<file path="src/shared/seqcfg_pkg.sv">
package seqcfg_pkg;

	// ****************************************
	// bus geometry
	// ****************************************
	localparam int unsigned ADDR_W = 12;
	localparam int unsigned DATA_W = 32;

	// ****************************************
	// register map: index and byte address (index times four)
	// ****************************************
	localparam logic [11:0] STEP3_CFG_INDEX = 12'h093;
	localparam logic [11:0] STEP3_CFG_ADDR = {STEP3_CFG_INDEX[9:0], 2'b00};
	localparam logic [11:0] ROUTE_STATUS_INDEX = 12'h0A0;
	localparam logic [11:0] ROUTE_STATUS_ADDR =
		{ROUTE_STATUS_INDEX[9:0], 2'b00};

	// ****************************************
	// configuration register fields
	// ****************************************
	localparam int unsigned EN_BIT = 15;
	localparam int unsigned GAIN_HI = 14;
	localparam int unsigned GAIN_LO = 13;
	localparam int unsigned NEG_BIT = 4;
	localparam int unsigned POS_HI = 3;
	localparam int unsigned POS_LO = 0;
	localparam int unsigned POS_INTERNAL_BIT = 3;
	localparam logic [15:0] CFG_RESET = 16'h0003;
	localparam logic [15:0] CFG_WRITABLE = 16'hE01F;

	// ****************************************
	// gain codes and resulting factors
	// ****************************************
	localparam logic [1:0] GAIN_CODE_X1 = 2'h0;
	localparam logic [1:0] GAIN_CODE_X2 = 2'h1;
	localparam logic [1:0] GAIN_CODE_X4A = 2'h2;
	localparam logic [1:0] GAIN_CODE_X4B = 2'h3;
	localparam logic [2:0] GAIN_X1 = 3'h1;
	localparam logic [2:0] GAIN_X2 = 3'h2;
	localparam logic [2:0] GAIN_X4 = 3'h4;

	// ****************************************
	// internal source indexes (positive code minus eight)
	// ****************************************
	localparam logic [2:0] SRC_TEMP_SENSOR = 3'h0;
	localparam logic [2:0] SRC_GROUND_SHORT = 3'h1;
	localparam logic [2:0] SRC_TEST_DAC = 3'h2;

	// ****************************************
	// decoded route values after reset
	// ****************************************
	localparam logic ROUTE_RST_INCLUDED = 1'b0;
	localparam logic [2:0] ROUTE_RST_GAIN = GAIN_X1;
	localparam logic ROUTE_RST_INTERNAL = 1'b0;
	localparam logic [2:0] ROUTE_RST_INDEX = 3'h3;

	// ****************************************
	// status register fields
	// ****************************************
	localparam int unsigned ST_INCLUDED_BIT = 0;
	localparam int unsigned ST_GAIN_LO = 1;
	localparam int unsigned ST_INTERNAL_BIT = 4;
	localparam int unsigned ST_NEG_AUTO_BIT = 5;
	localparam int unsigned ST_NEG_INPUT7_BIT = 6;
	localparam int unsigned ST_INDEX_LO = 8;

	// ****************************************
	// bus responses and states
	// ****************************************
	localparam logic [1:0] RESP_OKAY = 2'h0;
	localparam logic [1:0] RESP_SLVERR = 2'h2;
	localparam logic [1:0] RESP_DECERR = 2'h3;

	typedef enum logic {WR_IDLE = 1'b0, WR_RESP = 1'b1} wr_state_t;
	typedef enum logic {RD_IDLE = 1'b0, RD_DATA = 1'b1} rd_state_t;

endpackage

</file>
<file path="src/shared/step_cfg_if.sv">
`timescale 1ns/1ps
// configuration word out, decoded route back
interface step_cfg_if;
	logic [15:0] cfg;
	logic included;
	logic [2:0] gain_factor;
	logic pos_internal;
	logic [2:0] pos_index;
	logic neg_auto;
	logic neg_input7;

	modport src(
		output cfg,
		input included, gain_factor, pos_internal, pos_index,
		input neg_auto, neg_input7
	);
	modport dec(
		input cfg,
		output included, gain_factor, pos_internal, pos_index,
		output neg_auto, neg_input7
	);
endinterface

</file>
<file path="src/rtl/step_route_decode.sv">
`timescale 1ns/1ps
module step_route_decode
	import seqcfg_pkg::*;
(
	// clock and reset
	input wire logic clk,
	input wire logic rst,
	// configuration in, route out
	step_cfg_if.dec port
);

	logic included_q, included_d;
	logic [2:0] gain_q, gain_d;
	logic internal_q, internal_d;
	logic [2:0] index_q, index_d;
	logic neg_auto_q, neg_auto_d;
	logic neg7_q, neg7_d;

	// ****************************************
	// field decode
	// ****************************************
	always_comb begin
		included_d = port.cfg[EN_BIT];
		unique case (port.cfg[GAIN_HI:GAIN_LO])
			GAIN_CODE_X1: gain_d = GAIN_X1;
			GAIN_CODE_X2: gain_d = GAIN_X2;
			GAIN_CODE_X4A,
			GAIN_CODE_X4B: gain_d = GAIN_X4;
		endcase
		// code 8 and up selects an internal source
		internal_d = port.cfg[POS_INTERNAL_BIT];
		index_d = port.cfg[POS_LO+2:POS_LO];
		// internal source forces the negative side
		neg_auto_d = internal_d;
		neg7_d = ~internal_d & port.cfg[NEG_BIT];
	end

	// route registers
	always_ff @(posedge clk) begin
		if (rst) begin
			included_q <= ROUTE_RST_INCLUDED;
			gain_q <= ROUTE_RST_GAIN;
			internal_q <= ROUTE_RST_INTERNAL;
			index_q <= ROUTE_RST_INDEX;
			neg_auto_q <= 1'b0;
			neg7_q <= 1'b0;
		end else begin
			included_q <= included_d;
			gain_q <= gain_d;
			internal_q <= internal_d;
			index_q <= index_d;
			neg_auto_q <= neg_auto_d;
			neg7_q <= neg7_d;
		end
	end

	// drive the carrier
	assign port.included = included_q;
	assign port.gain_factor = gain_q;
	assign port.pos_internal = internal_q;
	assign port.pos_index = index_q;
	assign port.neg_auto = neg_auto_q;
	assign port.neg_input7 = neg7_q;

endmodule

</file>
<file path="src/rtl/step3_config_regs.sv">
`timescale 1ns/1ps
// What this block does
// - bit 15 set includes sequencer step three; clear skips it.
// - bits 14:13 pick gain: 00 is 1, 01 is 2, 10 and 11 are 4.
// - bit 4 picks negative input: 0 analog ground, 1 analog input seven.
// - bits 3:0 codes 0 to 7 pick external analog inputs zero to seven.
// - positive codes 8 and above route internal sources, not external inputs.
// - an internal source forces the negative input; bit 4 is then ignored.
// - register sits at index 93h and resets to 0003h.
module step3_config_regs
	import seqcfg_pkg::*;
(
	// clock and reset
	input wire logic CORE_CLK,
	input wire logic RST,
	// axi4-lite write address
	input wire logic [ADDR_W-1:0] S_AXI_AWADDR,
	input wire logic [2:0] S_AXI_AWPROT,
	input wire logic S_AXI_AWVALID,
	output logic S_AXI_AWREADY,
	// axi4-lite write data
	input wire logic [DATA_W-1:0] S_AXI_WDATA,
	input wire logic [3:0] S_AXI_WSTRB,
	input wire logic S_AXI_WVALID,
	output logic S_AXI_WREADY,
	// axi4-lite write response
	output logic [1:0] S_AXI_BRESP,
	output logic S_AXI_BVALID,
	input wire logic S_AXI_BREADY,
	// axi4-lite read address
	input wire logic [ADDR_W-1:0] S_AXI_ARADDR,
	input wire logic [2:0] S_AXI_ARPROT,
	input wire logic S_AXI_ARVALID,
	output logic S_AXI_ARREADY,
	// axi4-lite read data
	output logic [DATA_W-1:0] S_AXI_RDATA,
	output logic [1:0] S_AXI_RRESP,
	output logic S_AXI_RVALID,
	input wire logic S_AXI_RREADY,
	// step three route to the converter front end
	output logic STEP3_INCLUDED,
	output logic [2:0] STEP3_GAIN_FACTOR,
	output logic STEP3_POS_INTERNAL,
	output logic [2:0] STEP3_POS_INDEX,
	output logic STEP3_NEG_AUTO,
	output logic STEP3_NEG_INPUT7
);

	// ****************************************
	// state
	// ****************************************
	// bus state machines
	wr_state_t wr_q, wr_d;
	rd_state_t rd_q, rd_d;

	// write capture
	logic aw_got_q, aw_got_d;
	logic w_got_q, w_got_d;
	logic [ADDR_W-1:0] waddr_q, waddr_d;
	logic [DATA_W-1:0] wdata_q, wdata_d;
	logic [3:0] wstrb_q, wstrb_d;

	// response payloads
	logic [1:0] bresp_q, bresp_d;
	logic [DATA_W-1:0] rdata_q, rdata_d;
	logic [1:0] rresp_q, rresp_d;

	// the configuration word
	logic [15:0] cfg_q, cfg_d;

	// ****************************************
	// helpers
	// ****************************************
	// channel transfers and write commit
	logic aw_hit;
	logic w_hit;
	logic ar_hit;
	logic commit;

	// address decode
	logic wsel_cfg;
	logic wsel_status;
	logic rsel_cfg;
	logic rsel_status;

	// masks and read views
	logic [15:0] lane_mask;
	logic [15:0] wr_mask;
	logic [15:0] cfg_view;
	logic [DATA_W-1:0] status_view;

	step_cfg_if route();

	// decoder holds the route in its own flops
	step_route_decode u_decode (
		.clk(CORE_CLK),
		.rst(RST),
		.port(route.dec)
	);

	assign route.cfg = cfg_q;

	// ****************************************
	// handshake outputs
	// ****************************************

	// address and data each taken once per write
	// readies stay low while a response waits for bready
	assign S_AXI_AWREADY = (wr_q == WR_IDLE) & ~aw_got_q;
	assign S_AXI_WREADY = (wr_q == WR_IDLE) & ~w_got_q;
	assign S_AXI_BVALID = (wr_q == WR_RESP);
	assign S_AXI_ARREADY = (rd_q == RD_IDLE);
	assign S_AXI_RVALID = (rd_q == RD_DATA);

	// channel transfers this cycle
	assign aw_hit = S_AXI_AWVALID & S_AXI_AWREADY;
	assign w_hit = S_AXI_WVALID & S_AXI_WREADY;
	assign ar_hit = S_AXI_ARVALID & S_AXI_ARREADY;

	// ****************************************
	// register views
	// ****************************************

	// reserved field always reads zero
	assign cfg_view = cfg_q & CFG_WRITABLE;

	// decoded route as software sees it
	// lags a config write by two edges: the register, then the route
	always_comb begin
		status_view = '0;
		status_view[ST_INCLUDED_BIT] = route.included;
		status_view[ST_GAIN_LO+2:ST_GAIN_LO] = route.gain_factor;
		status_view[ST_INTERNAL_BIT] = route.pos_internal;
		status_view[ST_NEG_AUTO_BIT] = route.neg_auto;
		status_view[ST_NEG_INPUT7_BIT] = route.neg_input7;
		status_view[ST_INDEX_LO+2:ST_INDEX_LO] = route.pos_index;
	end

	// ****************************************
	// write channel
	// ****************************************

	// capture muxes, kept out of the state process below so that
	// the address decode they feed cannot loop back into it
	assign waddr_d = aw_hit ? S_AXI_AWADDR : waddr_q;
	assign wdata_d = w_hit ? S_AXI_WDATA : wdata_q;
	assign wstrb_d = w_hit ? S_AXI_WSTRB : wstrb_q;

	// address and data may arrive in either order
	always_comb begin
		aw_got_d = aw_got_q | aw_hit;
		w_got_d = w_got_q | w_hit;
		bresp_d = bresp_q;
		wr_d = wr_q;
		commit = 1'b0;
		unique case (wr_q)
			WR_IDLE: begin
				if (aw_got_d & w_got_d) begin
					commit = 1'b1;
					aw_got_d = 1'b0;
					w_got_d = 1'b0;
					wr_d = WR_RESP;
					// status is read only; anything else is not decoded
					if (wsel_cfg) begin
						bresp_d = RESP_OKAY;
					end else if (wsel_status) begin
						bresp_d = RESP_SLVERR;
					end else begin
						bresp_d = RESP_DECERR;
					end
				end
			end
			WR_RESP: begin
				if (S_AXI_BREADY) begin
					wr_d = WR_IDLE;
				end
			end
		endcase
	end

	// word decode of the write address
	// the low two address bits are ignored: one aligned word each
	assign wsel_cfg = (waddr_d[ADDR_W-1:2] == STEP3_CFG_ADDR[ADDR_W-1:2]);
	assign wsel_status =
		(waddr_d[ADDR_W-1:2] == ROUTE_STATUS_ADDR[ADDR_W-1:2]);

	// byte lanes 0 and 1 cover the sixteen bits
	assign lane_mask = {{8{wstrb_d[1]}}, {8{wstrb_d[0]}}};

	// only the documented fields take write data
	assign wr_mask = lane_mask & CFG_WRITABLE;

	// configuration register update
	// reserved bits never reach the flops, so they read back zero
	always_comb begin
		cfg_d = cfg_q;
		if (commit & wsel_cfg) begin
			cfg_d = (cfg_q & ~wr_mask) | (wdata_d[15:0] & wr_mask);
		end
	end

	// write side registers
	// a half that came alone waits here for its partner
	always_ff @(posedge CORE_CLK) begin
		if (RST) begin
			wr_q <= WR_IDLE;
			aw_got_q <= 1'b0;
			w_got_q <= 1'b0;
			waddr_q <= '0;
			wdata_q <= '0;
			wstrb_q <= 4'h0;
			bresp_q <= RESP_OKAY;
		end else begin
			wr_q <= wr_d;
			aw_got_q <= aw_got_d;
			w_got_q <= w_got_d;
			waddr_q <= waddr_d;
			wdata_q <= wdata_d;
			wstrb_q <= wstrb_d;
			bresp_q <= bresp_d;
		end
	end

	// configuration register
	always_ff @(posedge CORE_CLK) begin
		if (RST) begin
			cfg_q <= CFG_RESET;
		end else begin
			cfg_q <= cfg_d;
		end
	end

	// ****************************************
	// read channel
	// ****************************************

	// word decode of the read address
	// low two address bits ignored here as well
	assign rsel_cfg = (S_AXI_ARADDR[ADDR_W-1:2] == STEP3_CFG_ADDR[ADDR_W-1:2]);
	assign rsel_status =
		(S_AXI_ARADDR[ADDR_W-1:2] == ROUTE_STATUS_ADDR[ADDR_W-1:2]);

	// data latched when the address is taken
	// a write landing on the same edge shows in the next read
	always_comb begin
		rd_d = rd_q;
		rdata_d = rdata_q;
		rresp_d = rresp_q;
		unique case (rd_q)
			RD_IDLE: begin
				if (ar_hit) begin
					rd_d = RD_DATA;
					if (rsel_cfg) begin
						rdata_d = {16'h0000, cfg_view};
						rresp_d = RESP_OKAY;
					end else if (rsel_status) begin
						rdata_d = status_view;
						rresp_d = RESP_OKAY;
					end else begin
						rdata_d = '0;
						rresp_d = RESP_DECERR;
					end
				end
			end
			RD_DATA: begin
				if (S_AXI_RREADY) begin
					rd_d = RD_IDLE;
				end
			end
		endcase
	end

	// read side registers
	always_ff @(posedge CORE_CLK) begin
		if (RST) begin
			rd_q <= RD_IDLE;
			rdata_q <= '0;
			rresp_q <= RESP_OKAY;
		end else begin
			rd_q <= rd_d;
			rdata_q <= rdata_d;
			rresp_q <= rresp_d;
		end
	end

	// ****************************************
	// outputs
	// ****************************************

	// bus payloads from flops
	assign S_AXI_BRESP = bresp_q;
	assign S_AXI_RDATA = rdata_q;
	assign S_AXI_RRESP = rresp_q;

	// route to the converter front end
	// each stands until the register changes, one edge behind it
	assign STEP3_INCLUDED = route.included;
	assign STEP3_GAIN_FACTOR = route.gain_factor;
	assign STEP3_POS_INTERNAL = route.pos_internal;
	assign STEP3_POS_INDEX = route.pos_index;
	assign STEP3_NEG_AUTO = route.neg_auto;
	assign STEP3_NEG_INPUT7 = route.neg_input7;

endmodule

</file>
<file path="config.mk">
export PLATFORM = sky130hd
export DESIGN_NAME = step3_config_regs
export DESIGN_NICKNAME = d
export VERILOG_FILES = /design/src/shared/seqcfg_pkg.sv /design/src/shared/step_cfg_if.sv /design/src/rtl/step_route_decode.sv /design/src/rtl/step3_config_regs.sv
export SDC_FILE = /design/constraint.sdc
export NUM_CORES = 1
export LEC_CHECK = 0
export ABC_AREA = 0
export BUFFER_PORTS_ARGS = -buffer_cell sky130_fd_sc_hd__buf_2
export CORE_UTILIZATION = 42
export CTS_BUF_LIST = sky130_fd_sc_hd__clkbuf_4 sky130_fd_sc_hd__clkbuf_8
export CTS_CLUSTER_DIAMETER = 30
export DETAILED_ROUTE_END_ITERATION = 10
export GPL_TIMING_DRIVEN = 0
export PLACE_DENSITY = 0.76
export SLEW_MARGIN = 10
export SYNTH_ARGS = -nofsm -noshare
export SYNTH_HDL_FRONTEND = slang
export SYNTH_SLANG_ARGS = --single-unit
</file>
<file path="constraint.sdc">
create_clock -name CORE_CLK -period 1.6 [get_ports CORE_CLK]
set_clock_uncertainty 0.1 [all_clocks]
set_input_delay 0.16 -clock CORE_CLK [delete_from_list [all_inputs] [get_ports CORE_CLK]]
set_output_delay 0.16 -clock CORE_CLK [all_outputs]
set_load 0.01 [all_outputs]
</file>
==> results.py <==
metrics = {
    "run_status": {
        "status": "complete, but fails checks",
        "violations": "setup timing",
    },
    "power": {
        "combPwrFrac_pct": 14.3,
        "sequentialPowerShare_pct": 47.8,
        "max-vdd-ir-drop_uv": 589,
        "finalPower_mw": 3.15,
        "cellLeakagePower_nw": 1.53,
        "power.share.clock_pct": 37.8,
        "netSwitchingFraction_pct": 24.5,
        "internal_power_mw": 2.38,
        "p_per_area_nw_per_um2": 932,
        "p_switching_uw": 773,
    },
    "critical_path": {
        "worstPathRequired_ns": 1.72,
        "crit_arrival_ns": 1.89,
        "rr_worst_depth": 5,
        "critical_path.max_fanout": 3,
        "ff2ff_setup_slack_ns": -0.17,
        "cp-start-kind": "register",
        "endpoint_kind": "register",
        "r2r_start": "waddr_q[4]",
        "path_class": "register to register",
    },
    "floorplanning": {
        "pin_count": 124,
        "rows": 27,
        "die_y_um": 77.8,
        "start_util_pct": 43.8,
        "dieArea_um2": 6050,
        "die_w_um": 77.8,
        "core_area_um2": 5510,
    },
    "route": {
        "drtIter0Drc": 84,
        "wl_met2_um": 2870,
        "drtAntennaViolNets": 0,
        "viasPerCell": 4.85,
        "top_signal_layer_used": "met4",
        "drc_errors": 0,
        "via_count": 2135,
        "met3_length_um": 296,
        "dr.pass1.iters": 5,
        "m1WireLength_um": 2490,
        "routedWlPerCell_um": 13.2,
        "routed_wl_um": 5810,
    },
    "min_path": {
        "min_to": "wstrb_q[1]",
        "hold_start": "S_AXI_WSTRB[1]",
        "holdPathStages": 3,
        "worst_hold_path_type": "input port to register",
    },
    "cts": {
        "cts.clk_slew.worst_paths_ns": 0.06,
        "cts_root_buffer": "clkbuf_8",
        "worstSkewPairLatency_ns": 0.33,
        "cts.sinks": 57,
        "cts_buffer_depth": 2,
        "htreeDepth": 3,
        "numCtsBuffers": 9,
        "cts_tree": "done",
    },
    "place": {
        "dp_hpwl_um": 4060,
        "portBuffers": 68,
        "dp.cells": 405,
        "place.gp.congestion": 0.783,
    },
    "global_route": {
        "overflow": 0,
        "grtUsageTotal_pct": 20.3,
        "first_global_vias": 2010,
        "grt_pass1_wl_um": 9340,
        "grt_max_degree": 11,
        "antenna_found_initial": 0,
    },
    "timing": {
        "max_slew.worst_pin.slew_ns": 0.509,
        "fin_crit_sh_pct": 111,
        "fmax_mhz": 565,
        "setup_viol": 8,
        "hold_viol_final": 0,
        "slew_violations": 0,
        "max-slew-margin-rel_pct": 66.1,
        "min_period_ns": 1.77,
        "rsz0062_at_grt": "true",
        "hold_ws_ns": 0.0181,
        "worst_slack_ns": -0.171,
    },
    "synth": {
        "yosysMostFrequentCell": "dfxtp_1",
        "yosys-top-cells-area": "dfxtp_1 (47%), buf_4 (6.5%), nor2_1 (4.5%)",
        "syn_avg_cell_area_um2": 9.76,
        "netlist_top_cells_count": "dfxtp_1 (57), nor2_1 (29), nand2_1 (22), buf_4 (21), a21oi_1 (17)",
        "synth_edf_count": 0,
        "synth_ff_type": "dfxtp_1",
        "synthArstFlopShare_pct": 0,
        "syn_inst": 247,
        "synth_top_cell_area_share_pct": 47.3,
        "synth_seq_cells": 57,
        "yosys.area.top_type": "dfxtp_1",
        "synth_cell_type_count": 40,
        "synth_warnings": 0,
        "ys_seq_area_share_pct": 47.3,
        "netlist_area_um2": 2410,
    },
    "cells_and_area": {
        "nNetsFinal": 438,
        "synthToLayoutAreaGrowth_pct": 40.2,
        "finalNonFillerCells": 440,
        "utilization_pct": 61.4,
        "drive_above_1_share_pct": 39.4,
        "seq_area_um2": 1150,
        "fillers": 481,
        "multi_input_area_um2": 1200,
        "n_antenna_cell": 0,
    },
    "flow_run": {
        "max_cap_violations": 0,
    },
}
-- layout by cell type, fill, tap and decap left out, types with 4 or more instances in the layout --
master / netlist / layout
clkbuf_8: 0 / 11
or2_2: 4 / 4
nand2b_1: 5 / 4
a22o_1: 5 / 5
mux2_4: 0 / 7
inv_1: 4 / 4
clkbuf_1: 9 / 7
nor2_1: 29 / 29
dlygate4sd3_1: 0 / 14
buf_4: 21 / 30
a22oi_1: 10 / 10
dfxtp_1: 57 / 54
nor2b_1: 7 / 7
mux2i_1: 10 / 9
nand2_1: 22 / 22
conb_1: 1 / 19
a21oi_1: 17 / 17
buf_2: 0 / 68
-- timing repair --
action | CTS | global route
gates resized for setup | 16 | 4
pin swaps | 8 | 3
endpoints found under the setup margin | 32 | 18
hold buffers | 14 | 0
setup buffers | 8 | 1
hold endpoints to repair | 17 | 0
-- how the worst max path moves through the flow --
| stage | startpoint | to | slack [ns] | cells past startpoint |
|---|---|---|---|---|
| floorplan | S_AXI_BVALID | register | -0.16 | 5 |
| global placement | waddr_q[10] | register | -0.33 | 4 |
| detailed placement | waddr_q[10] | register | -0.41 | 4 |
| CTS | aw_got_q | register | -0.17 | 5 |
| global route | aw_got_q | register | -0.22 | 4 |
| finish | waddr_q[4] | register | -0.17 | 5 |
-- power by group through the flow --
stage	sequential, mW	clock (mW)	combinational, mW
floorplan	1.53	0	0.265
global placement	1.53	0	0.378
detailed placement	1.53	0	0.386
CTS	1.51	1.21	0.439
global route	1.51	1.28	0.491
finish	1.51	1.19	0.451
-- metrics by stage --
| step | TNS [ns] | instance area (um^2) | setup WS [ns] |
|---|---|---|---|
| after floorplan | -0.833 | 2500 | -0.156 |
| after global placement | -3.87 | 2930 | -0.326 |
| after detailed placement | -5.28 | 2930 | -0.408 |
| after CTS | -1.18 | 3360 | -0.166 |
| after global routing | -1.64 | 3380 | -0.219 |
| final | -1.13 | 3380 | -0.171 |
-- final cells by class --
type                            count  area share [%]
Timing Repair Buffer               91            16.2
Multi-Input combinational cell    171            35.5
Buffer                             31            6.03
Tap cell                           72            2.66
Inverter                            4           0.444
Sequential cell                    57            34.0
Clock buffer                       14            5.14
-- cells by family (layout without fill, tap and decap cells) --
family          count (synthesis)  count (layout)  synth area share [%]
flops                          57              57                  47.3
other cells                     1              19                 0.156
mux                            18              18                  7.99
compound gates                 44              44                  13.5
buf+inv                        37             140                  9.65
simple gates                   90              90                  21.3
-- metal layers --
layer	GRT usage [%]	vias up
li1	-	1059
met1	22.2	984
met2	35.3	78
met3	5.65	14
met4	11.1	0
met5	0	-
-- critical path: stages, from the launching register on --
cell,delay (ns)
dfxtp_2,0.33
nor4_4,0.25
buf_4,0.18
nand4_4,0.10
a211oi_4,0.35
mux2_4,0.34
Power figures use the tool's default switching activity.
